===== config.mk =====
export PLATFORM = sky130hd
export DESIGN_NAME = fp_mul_port_flat
export DESIGN_NICKNAME = d
export VERILOG_FILES = /design/src/fp_port_pkg.sv /design/src/fp_port_if.sv /design/src/fp_classify.sv /design/src/fp_mul_port.sv /design/src/flat_wrapper.sv
export SDC_FILE = /design/constraint.sdc
export NUM_CORES = 2
export LEC_CHECK = 0
export BUFFER_PORTS_ARGS = -buffer_cell sky130_fd_sc_hd__buf_2
export CORE_AREA = 2 2 245 247
export DETAILED_ROUTE_END_ITERATION = 8
export DIE_AREA = 0 0 247 249
export HOLD_SLACK_MARGIN = 0.05
export PLACE_DENSITY = 0.82
export SETUP_SLACK_MARGIN = 0.02
export SLEW_MARGIN = 25
export SYNTH_ARGS = -nofsm -noshare
export SYNTH_HDL_FRONTEND = slang
export SYNTH_SLANG_ARGS = --single-unit

===== constraint.sdc =====
create_clock -name i_clk -period 30.5 [get_ports i_clk]
set_clock_uncertainty 0.05 [all_clocks]
set_input_delay 3.05 -clock i_clk [delete_from_list [all_inputs] [get_ports i_clk]]
set_output_delay 3.05 -clock i_clk [all_outputs]
set_load 0.02 [all_outputs]

===== src/fp_port_pkg.sv =====
// constants and types shared by both ends of the operand port
package fp_port_pkg;
    localparam int HALF_W = 16;
    localparam int WORD_W = 32;
    localparam int BIAS = 127;
    localparam int EXP_FULL = 255;
    // load_select codes
    localparam logic [1:0] LD_NONE = 2'h0;
    localparam logic [1:0] LD_AB = 2'h1;
    localparam logic [1:0] LD_A = 2'h2;
    localparam logic [1:0] LD_B = 2'h3;
    // unload_select codes
    localparam logic [1:0] UL_HIZ = 2'h0;
    localparam logic [1:0] UL_UPPER = 2'h1;
    localparam logic [1:0] UL_LOWER = 2'h2;
    localparam logic [1:0] UL_MODE = 2'h3;
    // function codes
    localparam logic [3:0] FN_MUL = 4'h0;
    localparam logic [3:0] FN_NMUL = 4'h1;
    localparam logic [3:0] FN_PASS_A = 4'h2;
    // mode write: function bit 3 picks the page
    localparam int MW_PAGE = 3;
    localparam int MW_FAST = 0;
    localparam int MW_AFFINE = 1;
    localparam int MW_FLOW = 2;
    // exception codes
    localparam logic [2:0] EX_OK = 3'h0;
    localparam logic [2:0] EX_INX = 3'h1;
    localparam logic [2:0] EX_UNF = 3'h2;
    localparam logic [2:0] EX_UNF_INX = 3'h3;
    localparam logic [2:0] EX_OVF_INX = 3'h5;
    localparam logic [2:0] EX_INV = 3'h6;
    localparam logic [2:0] EX_DENORMAL_CLASS = 3'h7;
    localparam logic [30:0] QNAN = 31'h7FC0_0000;
    localparam logic [30:0] INF_MAG = 31'h7F80_0000;
    localparam logic [30:0] MAX_MAG = 31'h7F7F_FFFF;
    // controller registers
    localparam logic [4:0] A_OPA = 5'h00;
    localparam logic [4:0] A_OPB = 5'h04;
    localparam logic [4:0] A_CMD = 5'h08;
    localparam logic [4:0] A_RES = 5'h0C;
    localparam logic [4:0] A_STAT = 5'h10;
    localparam logic [4:0] A_OPA_INT = 5'h14;
    localparam int CMD_MODE = 4;
    localparam int RES_WAIT = 4;
    typedef enum logic [1:0] {RM_NEAR = 2'b00, RM_ZERO = 2'b01, RM_POS = 2'b10, RM_NEG = 2'b11} round_e;
    typedef enum logic [2:0] {
        CL_ZERO = 3'b000, CL_DENORMAL_CLASS = 3'b001, CL_NORM = 3'b010, CL_INF = 3'b011, CL_NAN = 3'b100
    } fp_class_e;
    typedef struct packed {
        logic sign;
        logic signed [9:0] exp;
        logic [23:0] sa;
        logic [23:0] sb;
        logic force_out;
        logic [31:0] forced;
        logic [2:0] code;
    } st1_s;
    typedef struct packed {
        logic sign;
        logic signed [9:0] exp;
        logic [47:0] prod;
        logic force_out;
        logic [31:0] forced;
        logic [2:0] code;
    } st2_s;
endpackage : fp_port_pkg


===== src/fp_port_if.sv =====
// operand, control and result signals between controller and multiplier
`timescale 1ns/1ps
interface fp_port_if;
    logic [15:0] operand_a_half_bus;
    logic [15:0] operand_b_half_bus;
    logic [1:0] load_select;
    logic [1:0] unload_select;
    logic [3:0] function_select;
    logic [15:0] result_half_bus;
    logic result_oe_b;
    logic [2:0] exception_code;
    modport dev (
        input operand_a_half_bus, operand_b_half_bus, load_select, unload_select, function_select,
        output result_half_bus, result_oe_b, exception_code
    );
    modport ctl (
        output operand_a_half_bus, operand_b_half_bus, load_select, unload_select, function_select,
        input result_half_bus, result_oe_b, exception_code
    );
endinterface : fp_port_if


===== src/fp_classify.sv =====
// splits a single-precision word into fields and class
`timescale 1ns/1ps
module fp_classify (
    input wire logic [31:0] i_word,
    output fp_port_pkg::fp_class_e o_class,
    output logic o_sign,
    output logic [23:0] o_signif,
    output logic signed [9:0] o_true_exp
);
    logic [7:0] ef;
    logic [22:0] fr;
    logic hidden;
    always_comb begin
        o_sign = i_word[31];
        ef = i_word[30:23];
        fr = i_word[22:0];
        hidden = (ef != 8'h00);
        o_signif = {hidden, fr};
        o_true_exp = hidden ? 10'(signed'({2'b00, ef}) - 10'(fp_port_pkg::BIAS)) : -10'sd126;
        if (ef == 8'(fp_port_pkg::EXP_FULL)) begin
            o_class = (fr != 23'h0) ? fp_port_pkg::CL_NAN : fp_port_pkg::CL_INF;
        end else if (hidden) begin
            o_class = fp_port_pkg::CL_NORM;
        end else begin
            o_class = (fr != 23'h0) ? fp_port_pkg::CL_DENORMAL_CLASS : fp_port_pkg::CL_ZERO;
        end
    end
endmodule : fp_classify


===== src/fp_mul_port.sv =====
// multiplier end: operand capture, three-stage datapath, result and status port
// Function
// - operands arrive as two 16-bit halves, upper first
// - upper captured on load, lower next edge
// - result bus carries one selected half
// - registers update each edge, stages when loaded
// - load controls move inputs into processing registers
// - unload controls also enable or float outputs
// - function selects operation and writes mode register
// - status reports overflow, underflow, invalid, inexact, denormal
// - word is sign, 8-bit exponent, 23-bit fraction
// - sign one is negative; zero either sign
// - exponent field is true exponent plus 127
// - hidden bit one only for normalized numbers
// - normal exponents -126..127; smaller are denormal
// - controller supplies sign-extended 24-bit integers
// - upper eight bits copy bit 23
// - affine mode keeps the sign of infinity
// - fast mode flushes denormal inputs and underflows
// - flowthrough makes pipeline registers transparent
// - pipeline keeps up to three operations in flight
// - four selectable rounding modes
// - function code comes with the upper halves
// - IEEE mode flags denormal operands in status
//
// The register offsets and strobed register access were decided locally.
`timescale 1ns/1ps
module fp_mul_port #(
    parameter int HALF_W = 16
) (
    input wire logic i_clk,
    input wire logic i_rst_b,
    fp_port_if.dev port,
    output logic o_mode_fast,
    output logic o_mode_affine,
    output logic o_mode_flow,
    output logic [1:0] o_round_mode
);
    if (HALF_W != fp_port_pkg::HALF_W) begin : g_bad_width
        $error("fp_mul_port supports only 16-bit halves");
    end

    function automatic logic round_up(input logic [1:0] rm, input logic s, input logic l,
                                      input logic g, input logic st);
        case (rm)
            fp_port_pkg::RM_NEAR: round_up = g & (st | l);
            fp_port_pkg::RM_ZERO: round_up = 1'b0;
            fp_port_pkg::RM_POS: round_up = ~s & (g | st);
            default: round_up = s & (g | st);
        endcase
    endfunction : round_up

    // operand capture
    logic [15:0] a_hi, b_hi, next_a_hi, next_b_hi;
    logic [31:0] op_a, op_b, next_op_a, next_op_b;
    logic [1:0] pend, next_pend;
    logic [3:0] fn_in, fn_q, next_fn_in, next_fn_q;
    logic go, next_go;
    always_comb begin
        next_a_hi = a_hi;
        next_b_hi = b_hi;
        next_op_a = op_a;
        next_op_b = op_b;
        next_fn_q = fn_q;
        next_fn_in = port.function_select;
        next_pend = fp_port_pkg::LD_NONE;
        next_go = 1'b0;
        if (pend != fp_port_pkg::LD_NONE) begin
            // lower halves follow on the very next edge; a load here is ignored
            if (pend != fp_port_pkg::LD_B) next_op_a = {a_hi, port.operand_a_half_bus};
            if (pend != fp_port_pkg::LD_A) next_op_b = {b_hi, port.operand_b_half_bus};
            next_fn_q = fn_in;
            next_go = 1'b1;
        end else if (port.load_select != fp_port_pkg::LD_NONE) begin
            next_pend = port.load_select;
            next_a_hi = port.operand_a_half_bus;
            next_b_hi = port.operand_b_half_bus;
        end
    end
    always_ff @(posedge i_clk or negedge i_rst_b) begin
        if (!i_rst_b) begin
            a_hi <= 16'h0000;
            b_hi <= 16'h0000;
            op_a <= 32'h0000_0000;
            op_b <= 32'h0000_0000;
            pend <= fp_port_pkg::LD_NONE;
            fn_in <= 4'h0;
            fn_q <= 4'h0;
            go <= 1'b0;
        end else begin
            a_hi <= next_a_hi;
            b_hi <= next_b_hi;
            op_a <= next_op_a;
            op_b <= next_op_b;
            pend <= next_pend;
            fn_in <= next_fn_in;
            fn_q <= next_fn_q;
            go <= next_go;
        end
    end

    // mode register
    logic fast, affine, flow, next_fast, next_affine, next_flow;
    logic [1:0] rnd, next_rnd;
    always_comb begin
        next_fast = fast;
        next_affine = affine;
        next_flow = flow;
        next_rnd = rnd;
        if (port.unload_select == fp_port_pkg::UL_MODE) begin
            if (port.function_select[fp_port_pkg::MW_PAGE]) begin
                next_rnd = port.function_select[1:0];
            end else begin
                next_fast = port.function_select[fp_port_pkg::MW_FAST];
                next_affine = port.function_select[fp_port_pkg::MW_AFFINE];
                next_flow = port.function_select[fp_port_pkg::MW_FLOW];
            end
        end
    end
    always_ff @(posedge i_clk or negedge i_rst_b) begin
        if (!i_rst_b) begin
            fast <= 1'b0;
            affine <= 1'b1;
            flow <= 1'b0;
            rnd <= fp_port_pkg::RM_NEAR;
        end else begin
            fast <= next_fast;
            affine <= next_affine;
            flow <= next_flow;
            rnd <= next_rnd;
        end
    end

    // stage 1: classification and exponent sum
    fp_port_pkg::fp_class_e ca, cb;
    logic sgn_a, sgn_b;
    logic [23:0] sig_a, sig_b;
    logic signed [9:0] ex_a, ex_b;
    fp_classify u_cls_a (.i_word(op_a), .o_class(ca), .o_sign(sgn_a), .o_signif(sig_a), .o_true_exp(ex_a));
    fp_classify u_cls_b (.i_word(op_b), .o_class(cb), .o_sign(sgn_b), .o_signif(sig_b), .o_true_exp(ex_b));
    fp_port_pkg::st1_s s1, s1n;
    fp_port_pkg::st2_s s2, s2n;
    fp_port_pkg::st1_s s2src;
    fp_port_pkg::st2_s s3src;
    logic v1, v2, next_v1, next_v2;
    logic za, zb, ia, ib;
    always_comb begin
        s1n = '0;
        s1n.sign = sgn_a ^ sgn_b ^ (fn_q == fp_port_pkg::FN_NMUL);
        s1n.exp = 10'(ex_a + ex_b);
        s1n.sa = sig_a;
        s1n.sb = sig_b;
        s1n.code = fp_port_pkg::EX_OK;
        za = (ca == fp_port_pkg::CL_ZERO) || (fast && ca == fp_port_pkg::CL_DENORMAL_CLASS);
        zb = (cb == fp_port_pkg::CL_ZERO) || (fast && cb == fp_port_pkg::CL_DENORMAL_CLASS);
        ia = (ca == fp_port_pkg::CL_INF);
        ib = (cb == fp_port_pkg::CL_INF);
        s1n.force_out = 1'b1;
        if (fn_q == fp_port_pkg::FN_PASS_A) begin
            s1n.forced = op_a;
        end else if (ca == fp_port_pkg::CL_NAN || cb == fp_port_pkg::CL_NAN || (ia && zb) || (ib && za)) begin
            s1n.forced = {1'b0, fp_port_pkg::QNAN};
            s1n.code = fp_port_pkg::EX_INV;
        end else if (ia || ib) begin
            s1n.forced = {affine & s1n.sign, fp_port_pkg::INF_MAG};
        end else if (!fast && (ca == fp_port_pkg::CL_DENORMAL_CLASS || cb == fp_port_pkg::CL_DENORMAL_CLASS)) begin
            s1n.forced = {s1n.sign, 31'h0000_0000};
            s1n.code = fp_port_pkg::EX_DENORMAL_CLASS;
        end else if (za || zb) begin
            s1n.forced = {s1n.sign, 31'h0000_0000};
        end else begin
            s1n.force_out = 1'b0;
        end
        s2src = flow ? s1n : s1;
        s2n.sign = s2src.sign;
        s2n.exp = s2src.exp;
        s2n.prod = s2src.sa * s2src.sb;
        s2n.force_out = s2src.force_out;
        s2n.forced = s2src.forced;
        s2n.code = s2src.code;
        next_v1 = go;
        next_v2 = flow ? go : v1;
    end
    always_ff @(posedge i_clk or negedge i_rst_b) begin
        if (!i_rst_b) begin
            s1 <= '0;
            s2 <= '0;
            v1 <= 1'b0;
            v2 <= 1'b0;
        end else begin
            if (go) s1 <= s1n;
            if (flow ? go : v1) s2 <= s2n;
            v1 <= next_v1;
            v2 <= next_v2;
        end
    end

    // stage 3: normalize, round, pack; then output register
    logic [31:0] res, next_res;
    logic [2:0] code, next_code;
    logic [15:0] half, next_half;
    logic oe_b, next_oe_b;
    logic [23:0] m;
    logic [24:0] mr;
    logic g, st, up;
    logic signed [9:0] be;
    logic do_res;
    always_comb begin
        s3src = flow ? s2n : s2;
        do_res = flow ? go : v2;
        m = s3src.prod[47] ? s3src.prod[47:24] : s3src.prod[46:23];
        g = s3src.prod[47] ? s3src.prod[23] : s3src.prod[22];
        st = s3src.prod[47] ? (|s3src.prod[22:0]) : (|s3src.prod[21:0]);
        up = round_up(rnd, s3src.sign, m[0], g, st);
        mr = {1'b0, m} + {24'h00_0000, up};
        be = 10'(s3src.exp + 10'(fp_port_pkg::BIAS) + {9'h000, s3src.prod[47]} + {9'h000, mr[24]});
        if (mr[24]) m = mr[24:1];
        else m = mr[23:0];
        next_res = {s3src.sign, be[7:0], m[22:0]};
        next_code = (g | st) ? fp_port_pkg::EX_INX : fp_port_pkg::EX_OK;
        if (s3src.force_out) begin
            next_res = s3src.forced;
            next_code = s3src.code;
        end else if (be >= 10'sd255) begin
            next_code = fp_port_pkg::EX_OVF_INX;
            case (rnd)
                fp_port_pkg::RM_NEAR: next_res = {s3src.sign, fp_port_pkg::INF_MAG};
                fp_port_pkg::RM_ZERO: next_res = {s3src.sign, fp_port_pkg::MAX_MAG};
                fp_port_pkg::RM_POS: next_res = {s3src.sign, s3src.sign ? fp_port_pkg::MAX_MAG : fp_port_pkg::INF_MAG};
                default: next_res = {s3src.sign, s3src.sign ? fp_port_pkg::INF_MAG : fp_port_pkg::MAX_MAG};
            endcase
        end else if (be <= 10'sd0) begin
            next_res = {s3src.sign, 31'h0000_0000};
            next_code = fast ? fp_port_pkg::EX_UNF_INX : fp_port_pkg::EX_UNF;
        end
        if (!do_res) begin
            next_res = res;
            next_code = code;
        end
        case (port.unload_select)
            fp_port_pkg::UL_UPPER: next_half = res[31:16];
            fp_port_pkg::UL_LOWER: next_half = res[15:0];
            default: next_half = half;
        endcase
        next_oe_b = !(port.unload_select == fp_port_pkg::UL_UPPER || port.unload_select == fp_port_pkg::UL_LOWER);
    end
    always_ff @(posedge i_clk or negedge i_rst_b) begin
        if (!i_rst_b) begin
            res <= 32'h0000_0000;
            code <= fp_port_pkg::EX_OK;
            half <= 16'h0000;
            oe_b <= 1'b1;
        end else begin
            res <= next_res;
            code <= next_code;
            half <= next_half;
            oe_b <= next_oe_b;
        end
    end
    assign port.result_half_bus = half;
    assign port.result_oe_b = oe_b;
    assign port.exception_code = code;
    assign o_mode_fast = fast;
    assign o_mode_affine = affine;
    assign o_mode_flow = flow;
    assign o_round_mode = rnd;
endmodule : fp_mul_port


===== src/flat_wrapper.sv =====
// flat-port wrapper written by rule: the top's interface ports become plain ports
module fp_mul_port_flat 
#(
    parameter int HALF_W = 16
)
  (i_clk, i_rst_b, o_mode_fast, o_mode_affine, o_mode_flow, o_round_mode, port_operand_a_half_bus, port_operand_b_half_bus, port_load_select, port_unload_select, port_function_select, port_result_half_bus, port_result_oe_b, port_exception_code);
  fp_port_if port_i ();
  input wire logic i_clk;
  input wire logic i_rst_b;
  output logic o_mode_fast;
  output logic o_mode_affine;
  output logic o_mode_flow;
  output logic [1:0] o_round_mode;
  input wire logic [$bits(port_i.operand_a_half_bus)-1:0] port_operand_a_half_bus;
  input wire logic [$bits(port_i.operand_b_half_bus)-1:0] port_operand_b_half_bus;
  input wire logic [$bits(port_i.load_select)-1:0] port_load_select;
  input wire logic [$bits(port_i.unload_select)-1:0] port_unload_select;
  input wire logic [$bits(port_i.function_select)-1:0] port_function_select;
  output wire logic [$bits(port_i.result_half_bus)-1:0] port_result_half_bus;
  output wire logic [$bits(port_i.result_oe_b)-1:0] port_result_oe_b;
  output wire logic [$bits(port_i.exception_code)-1:0] port_exception_code;
  assign port_i.operand_a_half_bus = port_operand_a_half_bus;
  assign port_i.operand_b_half_bus = port_operand_b_half_bus;
  assign port_i.load_select = port_load_select;
  assign port_i.unload_select = port_unload_select;
  assign port_i.function_select = port_function_select;
  assign port_result_half_bus = port_i.result_half_bus;
  assign port_result_oe_b = port_i.result_oe_b;
  assign port_exception_code = port_i.exception_code;
  fp_mul_port #(.HALF_W(HALF_W)) u_core (.i_clk(i_clk), .i_rst_b(i_rst_b), .port(port_i), .o_mode_fast(o_mode_fast), .o_mode_affine(o_mode_affine), .o_mode_flow(o_mode_flow), .o_round_mode(o_round_mode));
endmodule

# Yosys cells after proc, flatten, opt, wreduce, memory -nomap -nowiden
# Cells that the tools add are included.
[op_classes] muxes=47 bitwise_logic=11 multipliers=1 addsub=7 eq_ne=17 order_cmp=2 n_reduce_logical=33
[op_table] cell="two-way mux 95 bit" n=2
[op_table] cell="two-way mux 32 bit" n=5
[op_table] cell="one-hot mux 31 bit (3 select lines)" n=1
[op_table] cell="two-way mux 24 bit" n=3
[op_table] cell="two-way mux 31 bit" n=2
[op_table] cell="multiplier 24 x 24 -> 48 bit" n=1
[op_table] cell="nonzero test 23 bit" n=2
[op_table] cell="two-way mux 35 bit" n=1
[op_table] cell="one-hot mux 16 bit (2 select lines)" n=1
[op_table] cell="two-way mux 3 bit" n=10
[op_table] cell="adder 24 x 1 -> 25 bit" n=1
[op_table] cell="two-way mux 23 bit" n=1
[op_table] cell="OR reduction 23 bit" n=1
[op_table] cell="OR reduction 22 bit" n=1
[op_table] cell="adder 10 x 1 -> 10 bit" n=2
[op_table] cell="two-way mux 10 bit" n=2
[op_table] cell="subtractor 8 x 7 -> 9 bit, second input constant" n=2
[op_table] cell="equality test 8 bit, second input constant" n=2
[op_table] cell="nonzero test 8 bit" n=2
[op_table] cell="two-way mux 1 bit" n=14
[op_table] cell="adder 10 bit" n=1
[op_table] cell="adder 10 x 7 -> 10 bit, second input constant" n=1
[op_table] cell="greater-or-equal comparator 10 x 9 -> 1 bit, second input constant" n=1
[op_table] cell="less-or-equal comparator 10 x 1 -> 1 bit, second input constant" n=1
[op_table] cell="other kinds (21)" n=58
[totals] out_inout_bits=25 ff_bits=356

# Longest topological paths before layout
[logic_depth] word_depth=27 mapped_depth=66 mapped_depth_nobuf=55

# By module
# Synthesis repeated with hierarchy kept, for this count alone.
[hier_totals] hier_cells=4155 hier_area_um2=37910.1
[modules_own_cells] module="fp_mul_port" n_inst=1 cells_each=4027 seq_area_each_um2=8861.0 area_per_inst_um2=36996.7
[modules_own_cells] module="fp_classify" n_inst=2 cells_each=64 seq_area_each_um2=0.0 area_per_inst_um2=456.7

# Least setup slack after synthesis
# Ideal clock, no wire load.
[synth_path] path_type="register to register" startpoint="register u_core.flow (netlist: u_core.o_mode_flow)" endpoint="register u_core.res[14]" setup_ns=0.082 arrival_time_ns=14.526 path_slack_ns=15.842 stages_incl_launch_ff=61 synth_period_minus_slack_ns=14.658 t_required_ns=30.368 cell_sequence="dfrtp_1 buf_2 buf_2 buf_2 buf_2 buf_2 buf_1 clkbuf_1 buf_1 mux2_2 clkbuf_1 nand2_1 fa_1 inv_1 fa_1 inv_1 fa_1 inv_1 (+25 left out) nand3_1 ha_1 inv_1 ha_1 inv_1 fa_1 nor2b_1 o21a_1 o21ai_0 a211oi_1 nand4_1 a21boi_1 a21o_1 clkbuf_1 inv_1 a221oi_1 a21oi_1 a31oi_1"
[synth_between] elab_chain_cells=14
[synth_rtl] item="from (decl)" line="fp_mul_port.sv:103" rtl="logic fast, affine, flow, next_fast, next_affine, next_flow;"
[synth_rtl] item="from (signal assigned)" line="fp_mul_port.sv:129" rtl="flow <= next_flow;"
[synth_rtl] item="two-way mux 95 bit" line="fp_mul_port.sv:174" rtl="s2src = flow ? s1n : s1;"
[synth_rtl] item="multiplier 24 x 24 -> 48 bit" line="fp_mul_port.sv:177" rtl="s2n.prod = s2src.sa * s2src.sb;"
[synth_rtl] item="two-way mux 95 bit" line="fp_mul_port.sv:209" rtl="s3src = flow ? s2n : s2;"
[synth_rtl] item="OR reduction 23 bit or OR reduction 22 bit (tied branches)" line="fp_mul_port.sv:213" rtl="st = s3src.prod[47] ? (|s3src.prod[22:0]) : (|s3src.prod[21:0]);"
[synth_rtl] item="two-way mux 1 bit" line="fp_mul_port.sv:213"
[synth_rtl] item="bitwise OR 1 bit (on tied branches)" line="fp_mul_port.sv:48, fp_mul_port.sv:49, fp_mul_port.sv:46"
[synth_rtl] item="bitwise AND 1 bit (on tied branches)" line="fp_mul_port.sv:49, fp_mul_port.sv:46, fp_mul_port.sv:48"
[synth_rtl] item="one-hot mux 1 bit (3 select lines)" line="fp_mul_port.sv:45" rtl="case (rm)"
[synth_rtl] item="adder 24 x 1 -> 25 bit" line="fp_mul_port.sv:215" rtl="mr = {1'b0, m} + {24'h00_0000, up};"
[synth_rtl] item="adder 10 x 1 -> 10 bit" line="fp_mul_port.sv:216" rtl="be = 10'(s3src.exp + 10'(fp_port_pkg::BIAS) + {9'h000, s3src.prod[47]} + {9'h000, mr[24]});"
[synth_rtl] item="less-or-equal comparator 10 x 1 -> 1 bit" line="fp_mul_port.sv:232" rtl="end else if (be <= 10'sd0) begin"
[synth_rtl] item="two-way mux 31 bit" line="fp_mul_port.sv:232"
[synth_rtl] item="two-way mux 31 bit" line="fp_mul_port.sv:224" rtl="end else if (be >= 10'sd255) begin"
[synth_rtl] item="two-way mux 32 bit" line="fp_mul_port.sv:221" rtl="if (s3src.force_out) begin"
[synth_rtl] item="to (signal assigned)" line="fp_mul_port.sv:254" rtl="res <= next_res;"
[synth_rtl] item="to (decl)" line="fp_mul_port.sv:199" rtl="logic [31:0] res, next_res;"
# Several ways; a longest one is shown, not always the timed one.
# A chain may end at the register's enable or synchronous reset.

# Final worst setup path
[layout_path] startpoint="register u_core.flow (netlist: u_core.o_mode_flow)" endpoint="register u_core.res[18]"
# The elaborated chain is that of the path after synthesis.

==> flow_summary.json <==
{
  "start_kind": "flip-flop",
  "clkSinkCount": 354,
  "clockBufferDepth": 3,
  "wl_per_cell_um": 22.7,
  "htree_num_levels": 2,
  "gp_congestion": 0.989,
  "maxSlewHeadroom_pct": 29.4,
  "grt_pass1_wl_um": 176000,
  "synth_seq_cells": 354,
  "synth_compound_area_share_pct": 11.0,
  "cts_tree": "done",
  "die_h_um": 249,
  "synth_edf_count": 0,
  "dp_hpwl_um": 84000,
  "path_delay_family": "adder cells",
  "grt_max_degree": 148,
  "r2r_cells": 53,
  "syn_area_um2": 38000,
  "grt_pass1_vias": 31820,
  "routed_wl_um": 112000,
  "pin_count": 67,
  "port_buffers": 66,
  "fmax_mhz": 63.5,
  "cp_num_buf_inv": 9,
  "worstHoldPathCells": 2,
  "postCtsSetupRepairBufs": 0,
  "ys_seq_area_share_pct": 23.3,
  "initial_utilization_pct": 64.8,
  "met3_length_um": 11000,
  "min_to": "u_core.res[24]",
  "rows": 89,
  "die-area_um2": 61500,
  "top_layer": "met5",
  "post-route-drc-count": 0,
  "min_from": "u_core.res[24]",
  "post-place-ws_ns": 15.17,
  "cp-startpoint": "u_core.o_mode_flow",
  "fin_nets": 4845,
  "cts_root_buf": "clkbuf_16",
  "synth-xor-area-share_pct": 1.95,
  "ant_nets": 0,
  "layout_common_cells": "nand2_1 (621), inv_1 (608), fa_1 (484), dfrtp_1 (349), nor2_1 (324)",
  "cp.required_ns": 30.93,
  "tightest_slew_ns": 1.03,
  "die_w_um": 247,
  "fin_setup_tns_ns": 0,
  "core_um2": 58700,
  "crit_fanout": 69,
  "max-cap-violations": 0,
  "synth_mux_area_share_pct": 7.74,
  "synth.avg_cell_area_um2": 9.10,
  "vias": 31142,
  "grt_overflow_total": 0,
  "worstPathArrival_ns": 16.18,
  "status": "finished clean",
  "area_growth_pct": 6.54,
  "ctsResizeCount": 0,
  "cts_hold_buf": 0,
  "wl_met2_um": 51900,
  "critPathCaptureType": "flip-flop",
  "grt_usage_pct": 36.8,
  "drive_gt1_share_pct": 10.9,
  "hold_viol": 0,
  "synthAdderAreaFrac_pct": 32.2,
  "finalSetupViolations": 0,
  "worstSkewPairLatency_ns": 0.59,
  "synth_cell_type_count": 99,
  "fin_crit_sh_pct": 51.7,
  "crit_slowest_cell": "dfrtp_4",
  "setup_slack_ns": 14.74,
  "synth_simple_gate_area_share_pct": 15.5,
  "final_common_cell": "nand2_1",
  "antenna_found_initial": 1,
  "synth_flop_cell": "dfrtp_1",
  "reg2reg_to": "u_core.res[18]",
  "postSynthNetCount": 4910,
  "drt-vias-per-instance": 6.33,
  "fin_crit_ns": 15.76,
  "synth_top_family_by_area": "adder cells",
  "slew_violations": 0,
  "hp-class": "flip-flop to flip-flop",
  "wl_met1_um": 42200,
  "firstDrtPassIters": 6,
  "worstSetupPathType": "flip-flop to flip-flop",
  "crit_path_max_incr_delay_ns": 0.85,
  "drtIter0Drc": 3095,
  "r2r-start": "u_core.o_mode_flow",
  "path_clk_slew_ns": 0.06,
  "ys_async_sr_fraction_pct": 100,
  "rsz0062_at_grt": "false",
  "syn_inst": 4180,
  "ys_warn_count": 0,
  "rrSetupSlack_ns": 14.74,
  "cts_buffers": 39
}
==> synth_stat cells (32+ instances only) <==
cell type | number | area (um2)
a211oi_1 | 69 | 518
a21oi_1 | 136 | 681
a31oi_1 | 60 | 375
and2_1 | 40 | 250
clkbuf_1 | 178 | 668
dfrtp_1 | 352 | 8810
fa_1 | 484 | 9690
ha_1 | 204 | 2550
inv_1 | 608 | 2280
mux2_2 | 194 | 2180
mux2i_1 | 76 | 761
nand2_1 | 621 | 2330
nand2b_1 | 55 | 344
nand3_1 | 34 | 170
nand4_1 | 32 | 200
nor2_1 | 326 | 1220
nor2b_1 | 51 | 319
o21ai_0 | 157 | 786
xnor2_1 | 51 | 447
==> flip-flops by register name, indices dropped and copies added (netlist names), 2 cells and up <==
signal	flops
u_core.a_hi	16
u_core.b_hi	16
u_core.fn_in	4
u_core.fn_q	4
u_core.o_round_mode	2
u_core.op_a	32
u_core.op_b	32
u_core.pend	2
u_core.port.exception_code	3
u_core.port.result_half_bus	16
u_core.res	32
u_core.s1	94
u_core.s2	94
==> worst register-to-register path: cells and delay by family (launching register included) <==
family                   cells  cell delay (ns)
AO/OA/AOI/OAI               14             3.23
XOR/XNOR                     1             0.16
adder cells (fa/ha/maj)     13             5.59
buffers and inverters        9             2.16
flip-flops                   1             0.85
AND/OR/NAND/NOR             16             3.63
==> metrics by stage <==
step	utilization [%]	cells	instance area (um2)	hold WS (ns)
finish	69.1	4920	40500	0.419
global route	69.1	4919	40500	0.433
CTS	69.0	4918	40500	0.419
detailed placement	66.4	4846	38900	0.406
global placement	66.3	4846	38900	0.396
floorplan	-	4180	38000	0.371
==> worst max path at each step <==
stage                                end  slack [ns]  cells past startpoint
after floorplan           u_core.res[14]       15.84                     60
after global placement    u_core.res[18]       15.55                     48
after detailed placement  u_core.res[18]       15.17                     51
after CTS                 u_core.res[18]       14.99                     49
after global routing      u_core.res[18]       13.70                     52
final                     u_core.res[18]       14.74                     53
==> per-layer routing <==
| layer | vias to the layer above | global-route usage, % |
|---|---|---|
| met5 | - | 0 |
| met4 | 2 | 18.9 |
| met3 | 420 | 7.97 |
| met2 | 1730 | 58.0 |
| met1 | 15559 | 47.9 |
| li1 | 13431 | - |
==> layout make-up <==
type	count	area (um2)
inverter	609	2290
sequential	354	8870
clock buffer	49	1080
antenna	1	2.50
timing repair buffer	115	744
multi-input combinational	2996	26100
fill	4422	18100
tap	773	967
clock inverter	23	464
==> cell families after synthesis <==
group / Yosys count
multiplexers: 270
AND/OR/NAND/NOR: 1314
AO/OA/AOI/OAI: 641
adder cells (fa/ha/maj): 688
XOR/XNOR: 83
buffers and inverters: 830
flip-flops: 354
Power is left out: the tool's default activity adds up to more than one toggle a clock period on the data nets, which glitch-free logic cannot reach.
